==> src/inc/sdg_pkg.sv <==
// constants, register map and types of the dram command sequencer
// assumes one dram rank on the command pins, one software port
package sdg_pkg;
  localparam logic [3:0] REG_CMD = 4'h0;
  localparam logic [3:0] REG_ADDR = 4'h1;
  localparam logic [3:0] REG_BANK = 4'h2;
  localparam logic [3:0] REG_CFG = 4'h3;
  localparam logic [3:0] REG_STAT = 4'h4;
  localparam logic [1:0] REG_LOG_HI = 2'h2;
  localparam int CFG_PRE2 = 0;
  localparam int CFG_TRAIN = 1;
  localparam int CFG_WANT2N = 2;
  localparam int CFG_CL_LSB = 4;
  localparam int CFG_CWL_LSB = 12;
  localparam int STAT_BUSY = 0;
  localparam int STAT_GEAR2N = 1;
  localparam int STAT_REFUSED = 2;
  localparam int STAT_IN_SR = 3;
  localparam int STAT_MPR = 4;
  localparam int STAT_ABORT = 5;
  localparam logic [4:0] CL_RST = 5'h0a;
  localparam logic [4:0] CWL_RST = 5'h08;
  localparam logic [2:0] MR_THREE = 3'h3;
  localparam logic [2:0] MR_FOUR = 3'h4;
  localparam logic [2:0] MR_GEAR = 3'h3;
  localparam int MPR_EN_BIT = 2;
  localparam int ABORT_BIT = 9;
  localparam int GEAR_BIT = 3;
  localparam int AP_BIT = 10;
  localparam logic [1:0] LOG_PAGE_BA = 2'h1;
  localparam logic [1:0] LOC_BANK = 2'h2;
  localparam logic [1:0] LOC_STAT = 2'h3;
  localparam logic [7:0] MASK_NO_A17 = 8'hfd;
  localparam logic [7:0] MASK_MONO = 8'hf8;
  // {ras_n, cas_n, we_n} on address bits 16..14
  localparam logic [2:0] RCW_RD = 3'h5;
  localparam logic [2:0] RCW_WR = 3'h4;
  localparam logic [2:0] RCW_PRE = 3'h2;
  localparam logic [2:0] RCW_MRS = 3'h0;
  localparam logic [2:0] RCW_REF = 3'h1;
  localparam logic [2:0] RCW_NOP = 3'h7;
  // all times in dram clocks (nCK)
  localparam logic [7:0] T_CCD_S = 8'h04;
  localparam logic [7:0] T_CCD_L = 8'h06;
  localparam logic [7:0] T_RRD_S = 8'h04;
  localparam logic [7:0] T_RRD_L = 8'h06;
  localparam logic [7:0] T_FAW = 8'h14;
  localparam logic [7:0] T_WTR_S = 8'h02;
  localparam logic [7:0] T_WTR_L = 8'h06;
  localparam logic [7:0] T_RP = 8'h0c;
  localparam logic [7:0] T_BL_HALF = 8'h04;
  localparam logic [7:0] T_SYNC_GAP = 8'h08;
  localparam logic [7:0] T_CMD_GEAR = 8'h08;
  localparam logic [7:0] T_GEAR_HOLD = 8'h04;
  localparam logic [7:0] T_XS = 8'h18;
  localparam logic [7:0] T_XS_ABORT = 8'h10;
  localparam logic [7:0] T_CAPT_EXTRA = 8'h01;
  typedef enum logic [3:0] {
    OP_NOP, OP_ACT, OP_RD, OP_WR, OP_PRE, OP_PREA,
    OP_MRS, OP_SRE, OP_SRX, OP_GEAR, OP_LOG
  } sdg_op_t;
  typedef enum logic [2:0] {
    ST_IDLE, ST_DRIVE, ST_SYNC, ST_ENGAGE, ST_EXIT, ST_CAPT
  } sdg_st_t;
endpackage

==> src/design/sdg_ctrl.sv <==
// dram command sequencer: software orders in, dram command pins out
// assumes the dram samples the pins on rising edges of dr_ck
//
// Strobed register access was left to the implementer.
`timescale 1ns/1ps
`default_nettype none
////////////////////////////////////////////////////////////////////
module sdg_ctrl
  import sdg_pkg::*;
#(
  parameter logic [7:0] CCD_S = T_CCD_S,
  parameter logic [7:0] CCD_L = T_CCD_L,
  parameter logic [7:0] RRD_S = T_RRD_S,
  parameter logic [7:0] RRD_L = T_RRD_L,
  parameter logic [7:0] FAW = T_FAW,
  parameter logic [7:0] WTR_S = T_WTR_S,
  parameter logic [7:0] WTR_L = T_WTR_L,
  parameter logic [7:0] RP = T_RP,
  parameter logic [7:0] SYNC_GAP = T_SYNC_GAP,
  parameter logic [7:0] CMD_GEAR = T_CMD_GEAR,
  parameter logic [7:0] XS = T_XS,
  parameter logic [7:0] XS_ABORT = T_XS_ABORT,
  parameter bit HAS_A17 = 1'b1,
  parameter bit MONO = 1'b1
) (
  // clock and reset
  input wire logic sys_clk,
  input wire logic reset,
  // software port
  input wire logic [3:0] sw_addr,
  input wire logic [31:0] sw_wdata,
  input wire logic sw_wr,
  input wire logic sw_rd,
  output logic [31:0] sw_rdata,
  // dram pins
  output logic dr_ck,
  output logic dr_reset_n,
  output logic dr_cke,
  output logic dr_cs_n,
  output logic dr_act_n,
  output logic [1:0] dr_bg,
  output logic [1:0] dr_ba,
  output logic [17:0] dr_a,
  input wire logic [7:0] dr_dq_in
);

  function automatic logic [7:0] sinc(input logic [7:0] v);
    return (v == 8'hff) ? v : v + 8'h01;
  endfunction

  function automatic logic is_rd(input sdg_op_t o);
    return (o == OP_RD) || (o == OP_LOG);
  endfunction

  function automatic logic is_col(input sdg_op_t o);
    return is_rd(o) || (o == OP_WR);
  endfunction

  sdg_st_t st_r, post_r, pst;
  sdg_op_t op_r, lop;
  logic ck_r, tk, pend_r, refused_r;
  logic pre2_r, train_r, want2n_r;
  logic [4:0] cl_r, cwl_r;
  logic [17:0] addr_r;
  logic [3:0] bank_r;
  logic [7:0] hold_r, wt_r, hl, cap_need, wtr_need;
  logic [7:0] col_since_r, act_since_r, wr_since_r, gear_since_r;
  logic [1:0] col_bg_r, act_bg_r, wr_bg_r;
  logic [15:0] open_r;
  logic [7:0] rp_r [16];
  logic [7:0] faw_r [4];
  logic [1:0] faw_pick;
  logic faw_ok, col_ok, wtr_ok, rrd_ok, bad, ok, lch;
  logic exit_done, cap_done, gear2n_r, in_sr_r;
  logic mpr_en_r, abort_r;
  logic [7:0] dq_m_r, dq_s_r;
  logic [7:0] log_r [4];
  logic l_act_n;
  logic [17:0] l_a;
  logic [3:0] l_bank;
  logic busy;

  ////////////////////////////////////////////////////////////////////
  // dram clock from a divide-by-two; pins move at its falling edge
  always_ff @(posedge sys_clk) begin
    if (reset) ck_r <= 1'b0;
    else ck_r <= ~ck_r;
  end
  assign dr_ck = ck_r;
  assign tk = ck_r;

  always_ff @(posedge sys_clk) begin
    if (reset) begin
      dq_m_r <= 8'h00;
      dq_s_r <= 8'h00;
    end else begin
      dq_m_r <= dr_dq_in;
      dq_s_r <= dq_m_r;
    end
  end

  ////////////////////////////////////////////////////////////////////
  // software registers
  assign busy = pend_r || (st_r != ST_IDLE);

  always_ff @(posedge sys_clk) begin
    if (reset) begin
      addr_r <= 18'h0_0000;
      bank_r <= 4'h0;
      pre2_r <= 1'b0;
      train_r <= 1'b0;
      want2n_r <= 1'b0;
      cl_r <= CL_RST;
      cwl_r <= CWL_RST;
    end else if (sw_wr) begin
      case (sw_addr)
        REG_ADDR: addr_r <= sw_wdata[17:0];
        REG_BANK: bank_r <= sw_wdata[3:0];
        REG_CFG: begin
          pre2_r <= sw_wdata[CFG_PRE2];
          train_r <= sw_wdata[CFG_TRAIN];
          want2n_r <= sw_wdata[CFG_WANT2N];
          cl_r <= sw_wdata[CFG_CL_LSB +: 5];
          cwl_r <= sw_wdata[CFG_CWL_LSB +: 5];
        end
        default: ;
      endcase
    end
  end

  // an order written while busy is dropped and flagged
  always_ff @(posedge sys_clk) begin
    if (reset) begin
      pend_r <= 1'b0;
      op_r <= OP_NOP;
    end else if (sw_wr && sw_addr == REG_CMD && !busy) begin
      pend_r <= 1'b1;
      op_r <= sdg_op_t'(sw_wdata[3:0]);
    end else if (tk && st_r == ST_IDLE && pend_r && (bad || ok)) begin
      pend_r <= 1'b0;
    end
  end

  // set beats a clear in the same cycle
  always_ff @(posedge sys_clk) begin
    if (reset) refused_r <= 1'b0;
    else if ((sw_wr && sw_addr == REG_CMD && busy)
             || (tk && st_r == ST_IDLE && pend_r && bad)) refused_r <= 1'b1;
    else if (sw_wr && sw_addr == REG_STAT && sw_wdata[STAT_REFUSED])
      refused_r <= 1'b0;
  end

  always_ff @(posedge sys_clk) begin
    if (reset) sw_rdata <= 32'h0000_0000;
    else if (!sw_rd) sw_rdata <= 32'h0000_0000;
    else if (sw_addr[3:2] == REG_LOG_HI)
      sw_rdata <= {24'h00_0000, log_r[sw_addr[1:0]]};
    else begin
      case (sw_addr)
        REG_ADDR: sw_rdata <= {14'h0000, addr_r};
        REG_BANK: sw_rdata <= {28'h000_0000, bank_r};
        REG_CFG: sw_rdata <= {15'h0000, cwl_r, 3'h0, cl_r, 1'b0,
                              want2n_r, train_r, pre2_r};
        REG_STAT: sw_rdata <= {26'h000_0000, abort_r, mpr_en_r,
                               in_sr_r, refused_r, gear2n_r, busy};
        default: sw_rdata <= 32'h0000_0000;
      endcase
    end
  end

  ////////////////////////////////////////////////////////////////////
  // admission checks for the pending order
  always_comb begin
    faw_pick = 2'h0;
    faw_ok = 1'b0;
    for (int i = 3; i >= 0; i--) begin
      if (faw_r[i] == 8'h00) begin
        faw_pick = i[1:0];
        faw_ok = 1'b1;
      end
    end
  end

  always_comb begin
    col_ok = col_since_r >= ((bank_r[3:2] == col_bg_r) ? CCD_L : CCD_S);
    // internal write starts after write latency plus burst
    wtr_need = {3'h0, cwl_r} + {7'h00, pre2_r} + T_BL_HALF
             + ((bank_r[3:2] == wr_bg_r) ? WTR_L : WTR_S)
             + {7'h00, pre2_r};
    wtr_ok = wr_since_r >= wtr_need;
    rrd_ok = act_since_r >= ((bank_r[3:2] == act_bg_r) ? RRD_L : RRD_S);
    bad = 1'b0;
    ok = 1'b1;
    if (in_sr_r && op_r != OP_SRX) bad = 1'b1;
    case (op_r)
      OP_RD: begin
        bad = bad || !open_r[bank_r] || train_r;
        ok = col_ok && wtr_ok;
      end
      OP_WR: begin
        bad = bad || !open_r[bank_r];
        ok = col_ok && !(pre2_r && wr_since_r == 8'h05);
      end
      OP_LOG: begin
        bad = bad || !mpr_en_r || train_r;
        ok = col_ok && wtr_ok;
      end
      OP_ACT: begin
        bad = bad || open_r[bank_r];
        ok = rrd_ok && faw_ok && rp_r[bank_r] == 8'h00;
      end
      OP_GEAR: bad = bad || cl_r[0] || cwl_r[0];
      OP_SRX: bad = !in_sr_r;
      default: ;
    endcase
  end

  ////////////////////////////////////////////////////////////////////
  // launch: the tick on which the pins load and chip select goes low, except for self refresh exit, which keeps it high
  always_comb begin
    lch = 1'b0;
    lop = op_r;
    case (st_r)
      ST_IDLE: lch = tk && pend_r && !bad && ok;
      ST_SYNC: begin
        lop = OP_NOP;
        lch = tk && gear_since_r == SYNC_GAP;
      end
      ST_EXIT: begin
        lop = OP_GEAR;
        lch = tk && exit_done && want2n_r;
      end
      default: ;
    endcase
    // gear command and sync held static, qualified by one select clock
    if (lop == OP_GEAR || st_r == ST_SYNC) hl = T_GEAR_HOLD;
    else hl = gear2n_r ? 8'h02 : 8'h01;
    case (lop)
      OP_GEAR: pst = ST_SYNC;
      OP_LOG: pst = ST_CAPT;
      OP_SRX: pst = ST_EXIT;
      OP_NOP: pst = (st_r == ST_SYNC) ? ST_ENGAGE : ST_IDLE;
      default: pst = ST_IDLE;
    endcase
  end

  always_comb begin
    exit_done = wt_r >= ((abort_r ? XS_ABORT : XS) - 8'h01);
    cap_need = {3'h0, cl_r} + T_CAPT_EXTRA - (gear2n_r ? 8'h01 : 8'h00);
    cap_done = tk && st_r == ST_CAPT && wt_r == cap_need;
  end

  always_comb begin
    l_act_n = 1'b1;
    l_bank = bank_r;
    l_a = {1'b0, RCW_NOP, addr_r[13:0]};
    case (lop)
      OP_ACT: begin
        l_act_n = 1'b0;
        l_a = addr_r;
      end
      OP_RD: l_a = {1'b0, RCW_RD, addr_r[13:0]};
      OP_WR: l_a = {1'b0, RCW_WR, addr_r[13:0]};
      OP_PRE, OP_PREA: begin
        l_a = {1'b0, RCW_PRE, 14'h0000};
        l_a[AP_BIT] = (lop == OP_PREA);
      end
      OP_MRS: l_a = {1'b0, RCW_MRS, addr_r[13:0]};
      OP_GEAR: begin
        l_a = {1'b0, RCW_MRS, 14'h0000};
        l_a[GEAR_BIT] = 1'b1;
        l_bank = {1'b0, MR_GEAR};
      end
      OP_LOG: begin
        l_a = {1'b0, RCW_RD, 12'h000, addr_r[1:0]};
        l_bank = {bank_r[3:2], LOG_PAGE_BA};
      end
      OP_SRE: l_a = {1'b0, RCW_REF, 14'h0000};
      default: ;
    endcase
  end

  ////////////////////////////////////////////////////////////////////
  // sequencer
  always_ff @(posedge sys_clk) begin
    if (reset) begin
      st_r <= ST_IDLE;
      post_r <= ST_IDLE;
      hold_r <= 8'h00;
      wt_r <= 8'h00;
    end else if (tk) begin
      case (st_r)
        ST_IDLE, ST_SYNC: begin
          if (lch) begin
            post_r <= pst;
            wt_r <= 8'h00;
            if (hl > 8'h01) begin
              st_r <= ST_DRIVE;
              hold_r <= hl - 8'h01;
            end else st_r <= pst;
          end
        end
        ST_DRIVE: begin
          hold_r <= hold_r - 8'h01;
          if (hold_r == 8'h01) begin
            st_r <= post_r;
            wt_r <= 8'h00;
          end
        end
        ST_ENGAGE: begin
          wt_r <= sinc(wt_r);
          if (wt_r == CMD_GEAR - 8'h01) st_r <= ST_IDLE;
        end
        ST_EXIT: begin
          wt_r <= sinc(wt_r);
          if (lch) begin
            st_r <= ST_DRIVE;
            post_r <= pst;
            hold_r <= hl - 8'h01;
          end else if (exit_done) st_r <= ST_IDLE;
        end
        ST_CAPT: begin
          wt_r <= sinc(wt_r);
          if (wt_r == cap_need) st_r <= ST_IDLE;
        end
        default: st_r <= ST_IDLE;
      endcase
    end
  end

  ////////////////////////////////////////////////////////////////////
  // pins
  always_ff @(posedge sys_clk) begin
    if (reset) begin
      dr_reset_n <= 1'b0;
      dr_cke <= 1'b0;
      dr_cs_n <= 1'b1;
      dr_act_n <= 1'b1;
      dr_bg <= 2'h0;
      dr_ba <= 2'h0;
      dr_a <= {1'b0, RCW_NOP, 14'h0000};
    end else begin
      dr_reset_n <= 1'b1;
      if (!dr_reset_n) dr_cke <= 1'b1;
      if (tk && lch) begin
        dr_cs_n <= (lop == OP_SRX);
        dr_act_n <= l_act_n;
        dr_a <= l_a;
        dr_bg <= l_bank[3:2];
        dr_ba <= l_bank[1:0];
        if (lop == OP_SRE) dr_cke <= 1'b0;
        if (lop == OP_SRX) dr_cke <= 1'b1;
      end else if (tk) begin
        dr_cs_n <= 1'b1;
        if (st_r == ST_DRIVE && hold_r == 8'h01) begin
          dr_act_n <= 1'b1;
          dr_a[16:14] <= RCW_NOP;
        end
      end
    end
  end

  ////////////////////////////////////////////////////////////////////
  // spacing counters in dram clocks since the last launch of their kind; such a launch loads
  // one, so at the next tick each counter reads the true launch-to-launch gap
  always_ff @(posedge sys_clk) begin
    if (reset) begin
      col_since_r <= 8'hff;
      act_since_r <= 8'hff;
      wr_since_r <= 8'hff;
      gear_since_r <= 8'h00;
      col_bg_r <= 2'h0;
      act_bg_r <= 2'h0;
      wr_bg_r <= 2'h0;
    end else if (tk) begin
      col_since_r <= (lch && is_col(lop)) ? 8'h01 : sinc(col_since_r);
      act_since_r <= (lch && lop == OP_ACT) ? 8'h01 : sinc(act_since_r);
      wr_since_r <= (lch && lop == OP_WR) ? 8'h01 : sinc(wr_since_r);
      gear_since_r <= (lch && lop == OP_GEAR) ? 8'h01 : sinc(gear_since_r);
      if (lch && is_col(lop)) col_bg_r <= bank_r[3:2];
      if (lch && lop == OP_ACT) act_bg_r <= bank_r[3:2];
      if (lch && lop == OP_WR) wr_bg_r <= bank_r[3:2];
    end
  end

  // a window slot frees itself after the four-activate window
  always_ff @(posedge sys_clk) begin
    if (reset) begin
      for (int i = 0; i < 4; i++) faw_r[i] <= 8'h00;
    end else if (tk) begin
      for (int i = 0; i < 4; i++) begin
        if (lch && lop == OP_ACT && faw_pick == i[1:0]) faw_r[i] <= FAW;
        else if (faw_r[i] != 8'h00) faw_r[i] <= faw_r[i] - 8'h01;
      end
    end
  end

  ////////////////////////////////////////////////////////////////////
  // bank state; a repeated precharge restarts the row close time
  always_ff @(posedge sys_clk) begin
    if (reset) begin
      open_r <= 16'h0000;
      for (int i = 0; i < 16; i++) rp_r[i] <= 8'h00;
    end else if (tk) begin
      for (int i = 0; i < 16; i++) begin
        if (lch && (lop == OP_PREA || (lop == OP_PRE && bank_r == i[3:0]))) begin
          open_r[i] <= 1'b0;
          rp_r[i] <= RP;
        end else begin
          if (rp_r[i] != 8'h00) rp_r[i] <= rp_r[i] - 8'h01;
          if (lch && lop == OP_ACT && bank_r == i[3:0]) open_r[i] <= 1'b1;
        end
      end
    end
  end

  ////////////////////////////////////////////////////////////////////
  // mirrored dram modes
  always_ff @(posedge sys_clk) begin
    if (reset) begin
      mpr_en_r <= 1'b0;
      abort_r <= 1'b0;
    end else if (tk && lch && lop == OP_MRS) begin
      if (bank_r[2:0] == MR_THREE) mpr_en_r <= addr_r[MPR_EN_BIT];
      if (bank_r[2:0] == MR_FOUR) abort_r <= addr_r[ABORT_BIT];
    end
  end

  // half rate from reset; self refresh drops the dram back to it
  always_ff @(posedge sys_clk) begin
    if (reset) begin
      gear2n_r <= 1'b0;
      in_sr_r <= 1'b0;
    end else if (tk) begin
      if (lch && lop == OP_SRE) begin
        gear2n_r <= 1'b0;
        in_sr_r <= 1'b1;
      end else if (st_r == ST_ENGAGE && wt_r == CMD_GEAR - 8'h01) begin
        gear2n_r <= 1'b1;
      end
      if (lch && lop == OP_SRX) in_sr_r <= 1'b0;
    end
  end

  // don't-care bits are stored as zero
  always_ff @(posedge sys_clk) begin
    if (reset) begin
      for (int i = 0; i < 4; i++) log_r[i] <= 8'h00;
    end else if (cap_done) begin
      case (addr_r[1:0])
        LOC_BANK: log_r[LOC_BANK] <= HAS_A17 ? dq_s_r : (dq_s_r & MASK_NO_A17);
        LOC_STAT: log_r[LOC_STAT] <= MONO ? (dq_s_r & MASK_MONO) : dq_s_r;
        default: log_r[addr_r[1:0]] <= dq_s_r;
      endcase
    end
  end
endmodule
`default_nettype wire

==> config.mk <==
export PLATFORM = sky130hd
export DESIGN_NAME = sdg_ctrl
export DESIGN_NICKNAME = d
export VERILOG_FILES = /design/src/inc/sdg_pkg.sv /design/src/design/sdg_ctrl.sv
export SDC_FILE = /design/constraint.sdc
export NUM_CORES = 1
export LEC_CHECK = 0
export BUFFER_PORTS_ARGS = -buffer_cell sky130_fd_sc_hd__buf_2
export CORE_UTILIZATION = 44
export CTS_CLUSTER_DIAMETER = 30
export DETAILED_ROUTE_END_ITERATION = 10
export HOLD_SLACK_MARGIN = 0.15
export PLACE_DENSITY_LB_ADDON = 0.15
export SLEW_MARGIN = 10
export SYNTH_ARGS = -nofsm -noshare
export SYNTH_HDL_FRONTEND = slang
export SYNTH_SLANG_ARGS = --single-unit
==> constraint.sdc <==
create_clock -name sys_clk -period 7.2 [get_ports sys_clk]
set_input_delay 0 -clock sys_clk [delete_from_list [all_inputs] [get_ports sys_clk]]
set_output_delay 0 -clock sys_clk [all_outputs]
set_load 0.02 [all_outputs]
==> results.json <==
{
  "synth_area_leader_cell": "edfxtp_1",
  "gr-usage-all-layers_pct": 22.6,
  "slew_violations": 0,
  "hold_viol": 0,
  "firstDrtPassIters": 7,
  "fin_crit_ns": 5.17,
  "start_util_pct": 44.7,
  "yosysMostFrequentCell": "nor2_1",
  "die_h_microns": 214,
  "crit_arrival_ns": 5.44,
  "vias": 15900,
  "antenna_found_initial": 0,
  "tightest_slew_ns": 1.09,
  "drcViolationCount": 0,
  "met2_usage_pct": 37.6,
  "final_area_sq_um": 24600,
  "clock_path_buffers": 3,
  "n_fill_cell": 3815,
  "critical_path_class": "register to register",
  "critPathMaxFanout": 37,
  "via_per_inst": 5.45,
  "dpl_cell_area_sq_um": 20700,
  "cts_tree": "done",
  "syn_inst": 2072,
  "io_buffers": 78,
  "setup_violations": 0,
  "post_cts_resized": 0,
  "grt_pass1_vias": 16200,
  "area_delta_synth_final_pct": 24.4,
  "ys_top_cells_by_count": "nor2_1 (253), nand2_1 (225), edfxtp_1 (192)",
  "fin_setup_tns_ns": 0,
  "synth_top_area_share_pct": 29.2,
  "grtUsageMet3_pct": 4.78,
  "die_w_microns": 214,
  "gp_congestion": 0.866,
  "finClkSkew_ns": 0.0348,
  "core.rowCount": 77,
  "async_reset_ff_share_pct": 0,
  "cts_buffers": 93,
  "required_ns": 7.47,
  "diodes": 0,
  "multiInputGateArea_sq_um": 9520,
  "synth_seq_area_share_pct": 48.0,
  "relSlewSlack_pct": 27.3,
  "htreeDepth": 3,
  "yosysUniqueCellTypes": 82,
  "hold_path.class": "primary input to register",
  "drt-initial-drc-count": 1038,
  "wl_microns": 51200,
  "io_pins": 107,
  "regArea_sq_um": 9490,
  "cts.sinks": 378,
  "core_area_sq_um": 44200,
  "drv_cap": 0,
  "leakagePower_nw": 9.48,
  "synth_warnings": 0,
  "ir_drop_mv": 0.228,
  "yosys-top-cells-area": "edfxtp_1 (29%), dfxtp_1 (19%), nor2_1 (4.8%)",
  "end_kind": "register",
  "grt_pass1_wl_microns": 84400,
  "grt-ovfl-total": 0,
  "layout.nets": 2364,
  "hpwlAfterDp_microns": 33500,
  "clk_latency_ns": 0.63,
  "gr-usage-met1_pct": 29.2,
  "synth-edff-count": 192,
  "fmax_ghz": 0.193,
  "status": "completed",
  "grt_setup_unrepaired": "false",
  "wl_per_cell_microns": 17.6,
  "ys_ff_latch": 378,
  "cts.clk_slew.worst_paths_ns": 0.05,
  "antenna_left": 0,
  "cts_root_buf": "clkbuf_16",
  "syn_area_sq_um": 19800,
  "synth_ff_type": "edfxtp_1",
  "start_kind": "register",
  "busiest_layer": "met2",
  "dieArea_sq_um": 45800,
  "grt_start_max_net_pins": 65,
  "fin_crit_sh_pct": 71.9,
  "avgSynthCellArea_sq_um": 9.54,
  "drive_gt1_share_pct": 13.9,
  "powerDensity_nw_per_um2": 312
}
## metal layers
layer	wire (microns)	part of all wire, %
met5	0	0
met4	1190	2.3
met3	2640	5.2
met2	24500	48
met1	22900	45
## worst max-delay path, stage by stage (launching register included)
cell and delay (ns):
dfxtp_1 0.32, xnor2_1 0.15, nand2_1 0.08, ha_1 0.27, inv_1 0.06, ha_1 0.16
inv_1 0.06, fa_1 0.37, xor2_1 0.15, ha_1 0.28, o211ai_1 0.08, o211a_1 0.21
a2111oi_0 0.75, o31a_1 0.27, o22ai_4 0.15, and2_4 0.37, buf_4 0.29, or3_1 0.45
nand3_1 0.34
## cells by family (layout without fill, tap and decap cells)
logic type / Yosys count / count (layout) / share of synthesized area, %
adder cells (fa/ha/maj): 73 / 73 / 4.66
AND/OR/NAND/NOR: 852 / 852 / 20.6
other: 1 / 17 / 0.0190
multiplexers: 29 / 29 / 2.10
AO/OA/AOI/OAI: 390 / 390 / 13.7
buffers and inverters: 198 / 434 / 4.22
XOR/XNOR: 151 / 151 / 6.69
flip-flops: 378 / 378 / 48.0
## layout make-up
class / instances / area share (%)
well taps: 592 / 3.01
clock inverters: 64 / 3.22
repair buffers: 165 / 4.88
flip-flops and latches: 378 / 38.6
multi-input cells: 1512 / 38.7
inverters: 93 / 1.42
clock buffers: 112 / 10.2
## power by group
group,switching [mW],total [mW],internal (mW)
clock network,1.32,4.33,3.00
registers,0.143,2.58,2.44
logic,0.430,0.756,0.326
## registers in the layout, summed over array words and instances (netlist names), 8 cells and up, named ones only
signal        flops
log_r            32
rp_r            128
act_since_r       8
hold_r            8
gear_since_r      8
dq_s_r            8
open_r           16
addr_r           18
wr_since_r        8
wt_r              8
faw_r            32
col_since_r       8
dr_a             18
sw_rdata         18
dq_m_r            8
## per-stage QoR
| step | total power [mW] | utilization (%) | setup slack (ns) | hold WS [ns] | std cells |
|---|---|---|---|---|---|
| 2_1_floorplan | 3.17 | - | 2.01 | 0.124 | 2088 |
| 3_3_place_gp | 3.32 | 46.8 | 2.03 | 0.207 | 2678 |
| 5_1_grt | 7.97 | 55.6 | 1.79 | 0.186 | 2916 |
| 4_1_cts | 7.72 | 55.6 | 1.98 | 0.152 | 2916 |
| 3_5_place_dp | 3.34 | 46.8 | 2.00 | 0.213 | 2678 |
| 6_report | 7.66 | 55.6 | 2.03 | 0.186 | 2916 |
## cells in the final DEF (no fill, tap or decap), types with 17 or more instances in the layout
cell and instances:
nor2_1 252, nand2_1 225, edfxtp_1 192, dfxtp_1 186
a21oi_1 124, clkbuf_16 94, inv_1 91, xor2_1 89
buf_2 77, nor3_1 75, nand3_1 72, ha_1 72
xnor2_1 62, dlygate4sd3_1 62, o21ai_0 53, and2_1 39
a31oi_1 36, nor4_1 29, buf_4 26, nor2b_1 25
and3_1 22, nand2b_1 19, or3_1 19, mux2i_1 19
conb_1 17, clkinv_2 17
## worst paths after layout
path | startpoint | end | slack [ns] | cells after the start
worst max-delay path | wr_bg_r[0] | rp_r[13][5] | 2.03 | 18
worst min-delay path | sw_wdata[13] | addr_r[13] | 0.19 | 4
worst max register to register | wr_bg_r[0] | rp_r[13][5] | 2.03 | 18
worst min register to register | dq_m_r[2] | dq_s_r[2] | 0.44 | 1
## what timing repair did
action / CTS / global route
endpoints found under the hold margin: 91 / 0
buffers inserted: 0 / 0
endpoints found under the setup margin: 0 / 0
hold buffers: 62 / 0
Power figures use the tool's default switching activity.
